## src/design/rli_map.svh

```systemverilog
`ifndef RLI_MAP_SVH
`define RLI_MAP_SVH
`define RLI_ADDR_CTRL_OFS 8'hAC
`define RLI_DATA_OFS 8'hAD
`define RLI_KEY_OFS 8'hAE
`define RLI_KEY_FIRST 8'hA5
`define RLI_KEY_SECOND 8'hF1
`define RLI_ADDR_CTRL_RST 8'h00
`define RLI_DATA_RST 8'h00
`define RLI_BUSY_BIT 7
`define RLI_AUTO_READ_ENABLE_BIT 6
`define RLI_SHORT_BIT 4
`define RLI_STROBE_NORMAL 3'h7
`define RLI_STROBE_SHORT 3'h6
`define RLI_CAP_FIRST 4'h0
`define RLI_CAP_LAST 4'h3
`define RLI_ALM_FIRST 4'h8
`define RLI_ALM_LAST 4'hB
`endif

```

## src/design/rli_pkg.sv

```systemverilog
package rli_pkg;
    typedef enum logic [3:0] {
        RLI_LOCKED = 4'h1,
        RLI_FIRST = 4'h2,
        RLI_OPEN = 4'h4,
        RLI_DEAD = 4'h8
    } rli_lock_t;
    typedef enum logic [2:0] {
        RLI_IDLE = 3'h1,
        RLI_RD = 3'h2,
        RLI_WR = 3'h4
    } rli_acc_t;
endpackage : rli_pkg

```

## src/design/rli_access.sv

```systemverilog
// Behaviour
// - Key read returns lock state code
// - Codes A5 then F1 unlock the port
// - Wrong second code disables until reset
// - Any key write while unlocked relocks
// - Disabled state ignores all key writes
// - Bit 7 busy; writing 1 starts read
// - Bit 6 enables autoread
// - Bit 5 reads zero, writes ignored
// - Bit 4 selects short strobe
// - Low nibble selects internal register
// - Capture/alarm accesses advance address
// - Bad code or locked access disables
// - Data write starts indirect write
// - Autoread: data read starts next read
// - Increment only in 0-3 and 8-B
`include "rli_map.svh"
module rli_access
    import rli_pkg::*;
(
    input wire logic clock,
    input wire logic nrst,
    input wire logic [7:0] sfrAddr,
    input wire logic [7:0] sfrWdata,
    input wire logic sfrWr,
    input wire logic sfrRd,
    output logic [7:0] sfrRdata,
    output logic [3:0] coreAddr,
    output logic [7:0] coreWdata,
    output logic coreWr,
    output logic coreRd,
    input wire logic [7:0] coreRdata
);
    rli_lock_t lock_reg, lock_next;
    rli_acc_t acc_reg, acc_next;
    logic [7:0] ctrl_reg, ctrl_next;
    logic [7:0] data_reg, data_next;
    logic [2:0] cnt_reg, cnt_next;
    logic [7:0] lockCode;
    logic keyWr, ctrlWr, dataWr, dataRd, busy, incAddr, dead;

    assign keyWr = sfrWr && sfrAddr == `RLI_KEY_OFS;
    assign ctrlWr = sfrWr && sfrAddr == `RLI_ADDR_CTRL_OFS;
    assign dataWr = sfrWr && sfrAddr == `RLI_DATA_OFS;
    assign dataRd = sfrRd && sfrAddr == `RLI_DATA_OFS;
    assign busy = acc_reg != RLI_IDLE;
    assign dead = lock_reg == RLI_DEAD;

    always_comb begin
        case (lock_reg)
            RLI_LOCKED: lockCode = 8'h00;
            RLI_FIRST: lockCode = 8'h01;
            RLI_OPEN: lockCode = 8'h02;
            default: lockCode = 8'h03;
        endcase
    end

    // Lock machine
    always_comb begin
        lock_next = lock_reg;
        case (lock_reg)
            RLI_LOCKED: begin
                if (keyWr) begin
                    lock_next = (sfrWdata == `RLI_KEY_FIRST) ? RLI_FIRST : RLI_DEAD;
                end else if (ctrlWr || dataWr || dataRd) begin
                    lock_next = RLI_DEAD;
                end
            end
            RLI_FIRST: begin
                if (keyWr) begin
                    lock_next = (sfrWdata == `RLI_KEY_SECOND) ? RLI_OPEN : RLI_DEAD;
                end else if (ctrlWr || dataWr || dataRd) begin
                    lock_next = RLI_DEAD;
                end
            end
            RLI_OPEN: begin
                if (keyWr) begin
                    lock_next = RLI_LOCKED;
                end
            end
            RLI_DEAD: lock_next = RLI_DEAD;
            default: lock_next = RLI_DEAD;
        endcase
    end

    always_ff @(posedge clock) begin
        if (!nrst) begin
            lock_reg <= RLI_LOCKED;
        end else begin
            lock_reg <= lock_next;
        end
    end

    // Address advances only inside the two multi-byte groups
    assign incAddr = (ctrl_reg[3:0] <= `RLI_CAP_LAST) ||
        (ctrl_reg[3:0] >= `RLI_ALM_FIRST && ctrl_reg[3:0] <= `RLI_ALM_LAST);

    // Access engine; the unlocked state gates starting an access, a running one completes even after relock
    always_comb begin
        acc_next = acc_reg;
        ctrl_next = ctrl_reg;
        data_next = data_reg;
        cnt_next = cnt_reg;
        if (acc_reg != RLI_IDLE) begin
            if (cnt_reg == 3'h1) begin
                acc_next = RLI_IDLE;
                if (acc_reg == RLI_RD) begin
                    data_next = coreRdata;
                end
                if (incAddr) begin
                    ctrl_next[3:0] = ctrl_reg[3:0] + 4'h1;
                end
            end
            cnt_next = cnt_reg - 3'h1;
        end else if (lock_reg == RLI_OPEN) begin
            if (ctrlWr) begin
                ctrl_next = {1'b0, sfrWdata[6], 1'b0, sfrWdata[4], sfrWdata[3:0]};
            end
            if (ctrlWr && sfrWdata[`RLI_BUSY_BIT]) begin
                acc_next = RLI_RD;
            end else if (dataWr) begin
                acc_next = RLI_WR;
                data_next = sfrWdata;
            end else if (dataRd && ctrl_reg[`RLI_AUTO_READ_ENABLE_BIT]) begin
                acc_next = RLI_RD;
            end
            if (acc_next != RLI_IDLE) begin
                cnt_next = (ctrlWr ? sfrWdata[`RLI_SHORT_BIT] : ctrl_reg[`RLI_SHORT_BIT]) ?
                    `RLI_STROBE_SHORT : `RLI_STROBE_NORMAL;
            end
        end
    end

    always_ff @(posedge clock) begin
        if (!nrst) begin
            acc_reg <= RLI_IDLE;
            ctrl_reg <= `RLI_ADDR_CTRL_RST;
            data_reg <= `RLI_DATA_RST;
            cnt_reg <= 3'h0;
        end else begin
            acc_reg <= acc_next;
            ctrl_reg <= ctrl_next;
            data_reg <= data_next;
            cnt_reg <= cnt_next;
        end
    end

    assign coreAddr = ctrl_reg[3:0];
    assign coreWdata = data_reg;
    assign coreRd = acc_reg == RLI_RD;
    assign coreWr = acc_reg == RLI_WR;

    // Disabled port hides address and data contents
    always_comb begin
        sfrRdata = 8'h00;
        if (sfrAddr == `RLI_KEY_OFS) begin
            sfrRdata = lockCode;
        end else if (sfrAddr == `RLI_ADDR_CTRL_OFS && !dead) begin
            sfrRdata = {busy, ctrl_reg[6], 1'b0, ctrl_reg[4:0]};
        end else if (sfrAddr == `RLI_DATA_OFS && !dead) begin
            sfrRdata = data_reg;
        end
    end

    a_state_code: assert property (@(posedge clock) disable iff (!nrst)
        sfrAddr == `RLI_KEY_OFS |-> sfrRdata[7:2] == 6'h00)
        else $error("key status code out of range");
    a_unlock_seq: assert property (@(posedge clock) disable iff (!nrst)
        lock_reg == RLI_FIRST && keyWr && sfrWdata == `RLI_KEY_SECOND
        |=> lockCode == 8'h02)
        else $error("second code did not unlock");
    a_bad_second: assert property (@(posedge clock) disable iff (!nrst)
        lock_reg == RLI_FIRST && keyWr && sfrWdata != `RLI_KEY_SECOND
        |=> lockCode == 8'h03)
        else $error("bad second code did not disable");
    a_relock: assert property (@(posedge clock) disable iff (!nrst)
        lock_reg == RLI_OPEN && keyWr |=> lockCode == 8'h00)
        else $error("key write did not relock");
    a_dead_sticky: assert property (@(posedge clock) disable iff (!nrst)
        dead |=> dead)
        else $error("disabled state left without reset");
    a_busy_start: assert property (@(posedge clock) disable iff (!nrst)
        lock_reg == RLI_OPEN && !busy && ctrlWr && sfrWdata[`RLI_BUSY_BIT]
        |=> coreRd && busy)
        else $error("busy write did not start read");
    a_strobe_len: assert property (@(posedge clock) disable iff (!nrst)
        !busy ##1 busy && cnt_reg == `RLI_STROBE_SHORT |-> busy [*6] ##1 !busy)
        else $error("short strobe length wrong");
    a_strobe_norm: assert property (@(posedge clock) disable iff (!nrst)
        !busy ##1 busy && cnt_reg == `RLI_STROBE_NORMAL |-> busy [*7] ##1 !busy)
        else $error("normal strobe length wrong");
    a_bit5_zero: assert property (@(posedge clock) disable iff (!nrst)
        sfrAddr == `RLI_ADDR_CTRL_OFS |-> !sfrRdata[5])
        else $error("unused bit reads one");
    a_addr_inc: assert property (@(posedge clock) disable iff (!nrst)
        busy && cnt_reg == 3'h1 && ctrl_reg[3:0] == 4'h2
        |=> ctrl_reg[3:0] == 4'h3)
        else $error("address did not advance");
    a_no_inc: assert property (@(posedge clock) disable iff (!nrst)
        busy && cnt_reg == 3'h1 && ctrl_reg[3:0] == 4'h4
        |=> ctrl_reg[3:0] == 4'h4)
        else $error("address advanced outside groups");
    a_locked_touch: assert property (@(posedge clock) disable iff (!nrst)
        lock_reg == RLI_LOCKED && (ctrlWr || dataWr || dataRd) |=> dead)
        else $error("locked access did not disable");
    a_data_wr: assert property (@(posedge clock) disable iff (!nrst)
        lock_reg == RLI_OPEN && !busy && dataWr |=> coreWr && coreWdata == $past(sfrWdata))
        else $error("data write did not start");
    a_auto_read: assert property (@(posedge clock) disable iff (!nrst)
        lock_reg == RLI_OPEN && !busy && dataRd && ctrl_reg[`RLI_AUTO_READ_ENABLE_BIT] |=> coreRd)
        else $error("data read did not start autoread");
    a_dead_hide: assert property (@(posedge clock) disable iff (!nrst)
        dead && sfrAddr != `RLI_KEY_OFS |-> sfrRdata == 8'h00)
        else $error("disabled port shows register contents");

    c_unlock: cover property (@(posedge clock) lock_reg == RLI_FIRST ##1 lock_reg == RLI_OPEN);
    c_read: cover property (@(posedge clock) coreRd ##1 !coreRd);
    c_write: cover property (@(posedge clock) coreWr ##1 !coreWr);
    c_dead: cover property (@(posedge clock) !dead ##1 dead);
    c_auto: cover property (@(posedge clock) dataRd && ctrl_reg[`RLI_AUTO_READ_ENABLE_BIT] && !busy ##1 coreRd);
endmodule : rli_access

```

## config.mk

```make
export PLATFORM = sky130hd
export DESIGN_NAME = rli_access
export DESIGN_NICKNAME = d
export VERILOG_FILES = /design/src/design/rli_pkg.sv /design/src/design/rli_access.sv
export VERILOG_INCLUDE_DIRS = /design/src /design/src/design
export SDC_FILE = /design/constraint.sdc
export NUM_CORES = 1
export LEC_CHECK = 0
export ABC_AREA = 1
export BUFFER_PORTS_ARGS = -buffer_cell sky130_fd_sc_hd__buf_4
export CORE_MARGIN = 1
export CORE_UTILIZATION = 39
export CTS_CLUSTER_DIAMETER = 40
export CTS_CLUSTER_SIZE = 20
export DETAILED_ROUTE_END_ITERATION = 16
export HOLD_SLACK_MARGIN = 0.08
export PLACE_DENSITY = 0.75
export SETUP_SLACK_MARGIN = 0.4
export SYNTH_ARGS = -nofsm -noshare
export SYNTH_HDL_FRONTEND = slang
export SYNTH_SLANG_ARGS = --single-unit
```

## constraint.sdc

```tcl
create_clock -name clock -period 2.5 [get_ports clock]
set_input_delay 0.5 -clock clock [delete_from_list [all_inputs] [get_ports clock]]
set_output_delay 0.5 -clock clock [all_outputs]
set_load 0.05 [all_outputs]
```

==> results of run 1 <==
[repair_timing]
| item | 4_1_cts | 5_1_grt |
|---|---|---|
| setup endpoints to repair | 7 | 7 |
| gates resized for setup | 2 | 11 |
| setup buffers | 0 | 1 |
| pin swaps | 0 | 2 |
| gates cloned | 0 | 1 |
[per-layer routing]
| metal | vias up | wire length (um) |
|---|---|---|
| met5 | - | 0 |
| met4 | 0 | 18 |
| met2 | 50 | 2072 |
| met1 | 764 | 2040 |
| met3 | 2 | 268 |
| li1 | 933 | - |
[worst max-delay path, delay by kind of cell]
family / cells / cell delay (ps)
buf+inv: 3 / 400
simple gates: 3 / 450
compound gates: 1 / 190
[power by group]
part / switching, mW / internal (mW)
clock network: 0.133 / 0.141
logic: 0.0720 / 0.0570
registers: 0.00534 / 0.388
[logic make-up (layout without fill, tap and decap cells)]
group | count (synthesis) | count (layout)
simple gates | 149 | 150
buf+inv | 44 | 90
fa+ha+maj | 3 | 3
xor+xnor | 2 | 2
compound gates | 39 | 39
flops | 24 | 24
[final timing paths]
check | startpoint | cells past startpoint | slack, ps | endpoint
hold reg to reg | cnt_reg[1] | 2 | 490 | cnt_reg[1]
setup reg to reg | acc_reg[0] | 7 | 920 | coreWdata[4]
setup / recovery | sfrAddr[4] | 7 | 460 | sfrRdata[1]
hold / removal | cnt_reg[1] | 2 | 490 | cnt_reg[1]
[metrics by stage]
step	instance area [sq um]	hold slack (ps)	utilization, %	setup slack (ps)
2_1_floorplan	1689	457.0	-	274.2
3_3_place_gp	2047	473.0	50.45	363.2
3_5_place_dp	2047	476.5	50.45	305.7
4_1_cts	2105	489.4	51.87	370.3
5_1_grt	2157	506.3	53.16	359.7
6_report	2157	489.1	53.16	457.8
[placed cells by master, fill, tap and decap left out, types with 2 or more instances in the layout]
master	n
nand3_1	21
nor2_1	36
a21oi_1	11
a22o_1	2
dfxtp_1	23
nand4_1	3
or2_2	2
nand2_2	3
a211oi_1	2
inv_1	29
buf_6	3
nand2_1	68
buf_4	47
o21ai_0	12
nor2_4	4
inv_2	5
nand3_4	4
nand3_2	2
nand2_4	2
clkbuf_8	4
o21ai_1	7
ha_1	3
nor2_2	2
[area by class of cell]
cell class	instances	area, sq um	area share [%]
multi-input cells	194	1026	47.56
flip-flops and latches	24	481.7	22.33
inverters	36	145.1	6.729
clock buffers	4	55.05	2.552
well taps	50	62.56	2.900
repair buffers	50	386.6	17.92
==> reports/metrics.yaml, run 1 <==
clock_tree:
  clock_latency_ps: 270
  cts.htree.levels: 1
  cts_sinks: 24
  cts_root_buf: "clkbuf_8"
  max-clock-path-buffers: 2
  cts_buffers: 3
  tritoncts: "yes"
  cts.clk_slew.worst_paths_ps: 90
  cts_hold_buf: 0
logic_synthesis:
  synth_nets: 292
  yosys.area_share.simple_pct: 42.18
  synthArstFlopShare_pct: 0
  synth_top_area_share_pct: 28.61
  syn_inst: 261
  synthFlopType: "dfxtp_1"
  synth_most_common_cell: "nand2_1"
  seq_area_frac_synth_pct: 28.61
  syn_area_sq_um: 1679
  synth_top_family_by_area: "simple AND/OR/NAND/NOR gates"
  synth-edff-count: 0
  yosysUniqueCellTypes: 35
  yosysTopAreaCell: "dfxtp_1"
  synth_xor_area_share_pct: 1.043
  ys_warn_count: 0
  synthAdderAreaFrac_pct: 2.235
  synth_compound_area_share_pct: 12.97
  synth.area.mux_share_pct: 0
  yosys-top-cells-count: "nand2_1, nor2_1, inv_1, dfxtp_1, nand3_1"
  syn_avg_cell_area_sq_um: 6.433
  synth_seq_cells: 24
  synthTopCellsByArea: "dfxtp_1, nand2_1, nor2_1"
routing:
  ant_nets: 0
  routed_via_density: 4.885
  drc: 0
  routed_wirelength_um: 4399
  firstDrtPassIters: 4
  vias: 1749
  wl_per_cell_um: 12.29
  drt_iter0_drc: 103
worst_setup_path:
  critPathLaunchType: "input pin"
  worstSetupPathType: "in -> out"
  crit_slowest_cell: "nor2_2"
  endpoint_kind: "output port"
  path_cells: "buf_4 > nor2_1 > nand2_1 > nor2_2 > inv_1 > o221ai_2 > buf_6"
  cp_max_fo: 5
  arrival_ps: 1540
  cpPeakStageDelay_ps: 240
  required_ps: 2000
die:
  start_util_pct: 41.38
  rows: 23
  num_io_pins: 50
  coreArea_sq_um: 4058
  die_h_um: 67.62
  dieArea_sq_um: 4572
  chipWidth_um: 67.62
sta:
  relSlewSlack_pct: 80.10
  drv_slew: 0
  fmax_ghz: 0.4897
  hold_viol_final: 0
  finalSetupViolations: 0
  setup_tns_ps: 0
  finalCritPeriodShare_pct: 81.69
  period_needed_ps: 2042
  fin_worst_skew_ps: 2.020
  rsz0062_at_grt: "true"
  tightest_slew_ps: 298.1
global_routing:
  grt_pass1_vias: 1535
  grt_pass1_wl_um: 6893
  antenna_found_initial: 0
  gr-usage-met2_pct: 33.42
  grt_use_met3_pct: 4.223
  grt-busiest-layer: "met2"
  met1_usage_pct: 25.65
  overflow: 0
  grt_usage_pct: 19.82
  grt_start_max_net_pins: 22
finish:
  largest_reg_flops: 8
  final_cells: 358
  layout-drive-gt1-share_pct: 27.27
  fin_nets: 340
  nFillCells: 405
  n_antenna_cell: 0
  syn_to_final_growth_pct: 28.47
power_and_ir_drop:
  ir_worst_vdd_mv: 0.2717
  p_leak_nw: 1.043
  power.density_nw_per_um2: 369.1
  total_power_mw: 0.7961
placement:
  gp_congestion: 0.8493
  port_buffers: 49
  dp_cells: 352
  dp_hpwl_um: 3277
hold_path:
  worstHoldPathType: "reg -> reg"
outcome:
  status: "finished, final reports clean"
flow_run:
  maxCapViolCount: 0
Note: power is estimated with default switching activity, not from simulation.
==> run 2: changes to the inputs <==
--- a/config.mk
+++ b/config.mk
@@ -6,7 +6,7 @@
 export SDC_FILE = /design/constraint.sdc
 export NUM_CORES = 1
 export LEC_CHECK = 0
-export ABC_AREA = 1
+export ABC_AREA = 0
 export BUFFER_PORTS_ARGS = -buffer_cell sky130_fd_sc_hd__buf_4
 export CORE_MARGIN = 1
 export CORE_UTILIZATION = 39
@@ -14,7 +14,7 @@
 export CTS_CLUSTER_SIZE = 20
 export DETAILED_ROUTE_END_ITERATION = 16
 export HOLD_SLACK_MARGIN = 0.08
-export PLACE_DENSITY = 0.75
+export PLACE_DENSITY = 0.79
 export SETUP_SLACK_MARGIN = 0.4
 export SYNTH_ARGS = -nofsm -noshare
 export SYNTH_HDL_FRONTEND = slang
==> constraint.sdc (replaced) <==
create_clock -name clock -period 1.8 [get_ports clock]
set_input_delay 0.36 -clock clock [delete_from_list [all_inputs] [get_ports clock]]
set_output_delay 0.36 -clock clock [all_outputs]
set_load 0.05 [all_outputs]
==> run 2 against run 1 <==
  * The flow now finishes with violations (setup timing)
  * Non-clock buffer count up 43
  * Final area up 32%
  * Wire length increased by 34%
  * Area after synthesis is 8.8% lower
  * Critical path depth did not move
  * Synthesized cell count is 31% lower
  * Flip-flop and latch count stayed put
  * Cell count decreased by 13%
  * Die area fell by 8.5%
  * Combinational power increased to 2.8 times the previous value
  * First-iteration DRC count up 23%
  * Sequential power grew 44%
  * Largest cell class unchanged
  * Highest routed layer unchanged
==> reports/metrics.yaml, run 2 <==
worst_setup_path:
  reg2reg_slack_ps: -310  # -1230 ps
  cp_max_fo: 4  # -1
  endpoint_kind: "output port"
  worstSetupPathType: "reg -> out"
  endpoint: "sfrRdata[7]"
  arrival_ps: 1850  # +310 ps
  r2r-end: "ctrl_reg[3]"
  reg2reg_depth: 8  # +1
  critPathLaunchType: "flop"
  timing.rr.start: "lock_reg[1]"
  required_ps: 1440  # -560 ps
  critPathLaunch: "lock_reg[1]"
logic_synthesis:
  syn_area_sq_um: 1531  # -8.8%
  yosysTopAreaCell: "dfxtp_1"
  synth_seq_cells: 24  # unchanged
  synth_most_common_cell: "dfxtp_1"
  synthTopCellsByArea: "dfxtp_1, nor2_1, o221ai_1"
  syn_inst: 180  # -31%
  syn_avg_cell_area_sq_um: 8.508  # +32%
  yosysUniqueCellTypes: 49  # +40%
  yosys-top-cells-count: "dfxtp_1, nor2_1, nand2_1, o221ai_1, a21oi_1"
  synthFlopType: "dfxtp_1"
  ys_warn_count: 0  # unchanged
  synthArstFlopShare_pct: 0  # unchanged
  seq_area_frac_synth_pct: 31.37  # +2.8 points
  synth_nets: 211  # -28%
  synth_top_area_share_pct: 31.37  # +2.8 points
  synth-edff-count: 0  # unchanged
global_routing:
  grt_pass1_wl_um: 9225  # +34%
  grt_pass1_vias: 1918  # +25%
  antenna_found_initial: 0  # unchanged
  grt_start_max_net_pins: 21  # -4.5%
  overflow: 0  # unchanged
  grt_usage_pct: 28.97  # +9.2 points
routing:
  drc: 0  # unchanged
  vias: 1910  # +9.2%
  firstDrtPassIters: 4  # unchanged
  ant_nets: 0  # unchanged
  wl_per_cell_um: 18.78  # +53%
  routed_via_density: 6.102  # +25%
  drt_iter0_drc: 127  # +23%
  routed_wirelength_um: 5879  # +34%
sta:
  rsz0062_at_grt: "true"
  finalCritPeriodShare_pct: 123.0
  hold_viol_final: 0  # unchanged
  finalSetupViolations: 28  # +28
  setup_slack_ps: -413.6  # -871.5 ps
  tightest_slew_ps: 704.3  # +406.2 ps
  period_needed_ps: 2214
  fmax_ghz: 0.4517
  holdWs_ps: 385.3  # -103.8 ps
  fin_worst_skew_ps: 3.665  # +1.645 ps
  drv_slew: 0  # unchanged
  relSlewSlack_pct: 52.38  # -28 points
clock_tree:
  max-clock-path-buffers: 2  # unchanged
  cts_buffers: 3  # unchanged
  cts.htree.levels: 1  # unchanged
  cts_hold_buf: 0  # unchanged
  cts_root_buf: "clkbuf_8"
  cts_sinks: 24  # unchanged
  tritoncts: "yes"
  clock_latency_ps: 270  # about the same
  cts.clk_slew.worst_paths_ps: 90  # about the same
placement:
  dpl_worst_slack_ps: -227.7  # -533.4 ps
  dp_hpwl_um: 3921  # +20%
  gp_congestion: 0.9117  # +7.3%
  port_buffers: 49  # unchanged
power_and_ir_drop:
  p_leak_nw: 1.124  # +7.7%
  ir_worst_vdd_mv: 0.3593  # +32%
  power.density_nw_per_um2: 493.3  # +34%
finish:
  n_antenna_cell: 0  # unchanged
  nFillCells: 231  # -43%
  layout-drive-gt1-share_pct: 62.64  # +35 points
  largest_reg_flops: 8  # unchanged
  final_common_cell: "buf_4"
  postLayoutCoreUtil_pct: 76.87  # +24 points
  mostFrequentLayoutCells: "buf_4, dfxtp_1, buf_6, nor2_1"
  syn_to_final_growth_pct: 86.52
  fin_nets: 297  # -13%
hold_path:
  worstHoldPathType: "in -> reg"
  hold_start: "sfrWdata[4]"
die:
  dieArea_sq_um: 4182  # -8.5%
  chipWidth_um: 64.67  # -4.4%
  num_io_pins: 50  # unchanged
  die_h_um: 64.67  # -4.4%
  coreArea_sq_um: 3716  # -8.4%
  rows: 22  # -4.3%
  start_util_pct: 41.21  # -0.17 points
outcome:
  violations: "setup timing"
  status: "complete, but fails checks"
flow_run:
  maxCapViolCount: 0  # unchanged
-- run 2: cell count changes in the layout (fill, tap and decap cells not counted), sizes merged, moves of 7 or more --
cell	before	now
o221ai	1	9
nor2	42	21
nand3	27	5
o21ai	19	5
inv	35	5
o2bb2a	0	7
nand2	73	9
buf	50	93
-- run 2: critical path, stage by stage (launching register included) --
cell and delay, ps:
dfxtp_4 380, nor4b_4 300, buf_4 190, nor4b_4 50
buf_4 160, buf_6 120, a22o_4 240, buf_8 150
-- run 2: through the flow --
step | area (sq um) | setup TNS, ps | std cells | power [mW]
6_report | 2856 | -7630 | 313 | 1.409
5_1_grt | 2856 | -8841 | 313 | 1.451
4_1_cts | 2725 | -5876 | 308 | 1.390
3_5_place_dp | 2414 | -4523 | 299 | 0.8656
3_3_place_gp | 2414 | -3873 | 299 | 0.8574
2_1_floorplan | 1829 | -2229 | 180 | 0.7202
-- run 2: worst min path at each step --
stage	cells after the start	to	slack (ps)
after global routing	2	acc_reg[0]	390
after global placement	1	cnt_reg[0]	490
after detailed placement	1	coreWdata[3]	500
after CTS	3	ctrl_reg[6]	370
after floorplan	2	acc_reg[2]	470
final	3	ctrl_reg[4]	390
-- run 2: final cells by class --
class	instances	area (sq um)	area share [%]
tap	48	60.06	2.102
inverter	5	26.28	0.9198
sequential	24	494.2	17.30
timing repair buffer	93	834.6	29.22
clock buffer	3	41.29	1.445
clock inverter	1	30.03	1.051
multi-input combinational	139	1370	47.96
-- run 2: metal layers --
metal	wire length, um	up-vias	global-route usage (%)
li1	-	865	-
met1	2317	916	34.23
met2	2939	104	50.79
met3	381	25	4.049
met4	241	0	14.44
met5	0	-	0
-- run 2: cells by family (layout without fill, tap and decap cells) --
logic type / count (synthesis) / in the layout / share of synthesized area, %
AO/OA/AOI/OAI: 57 / 57 / 28.11
adder cells (fa/ha/maj): 3 / 3 / 2.451
buffers and inverters: 17 / 102 / 5.229
flip-flops: 24 / 24 / 31.37
multiplexers: 5 / 5 / 3.268
AND/OR/NAND/NOR: 74 / 74 / 29.58
-- run 2: power by group --
part / internal, mW / switching [mW] / total, mW
clock network: 0.297 / 0.181 / 0.479
registers: 0.551 / 0.0178 / 0.569
logic: 0.183 / 0.179 / 0.361
-- run 2: what timing repair did --
item	4_1_cts	5_1_grt
endpoints found under the setup margin	34	35
buffers inserted	5	5
gates resized for setup	45	25
pin swaps	7	16
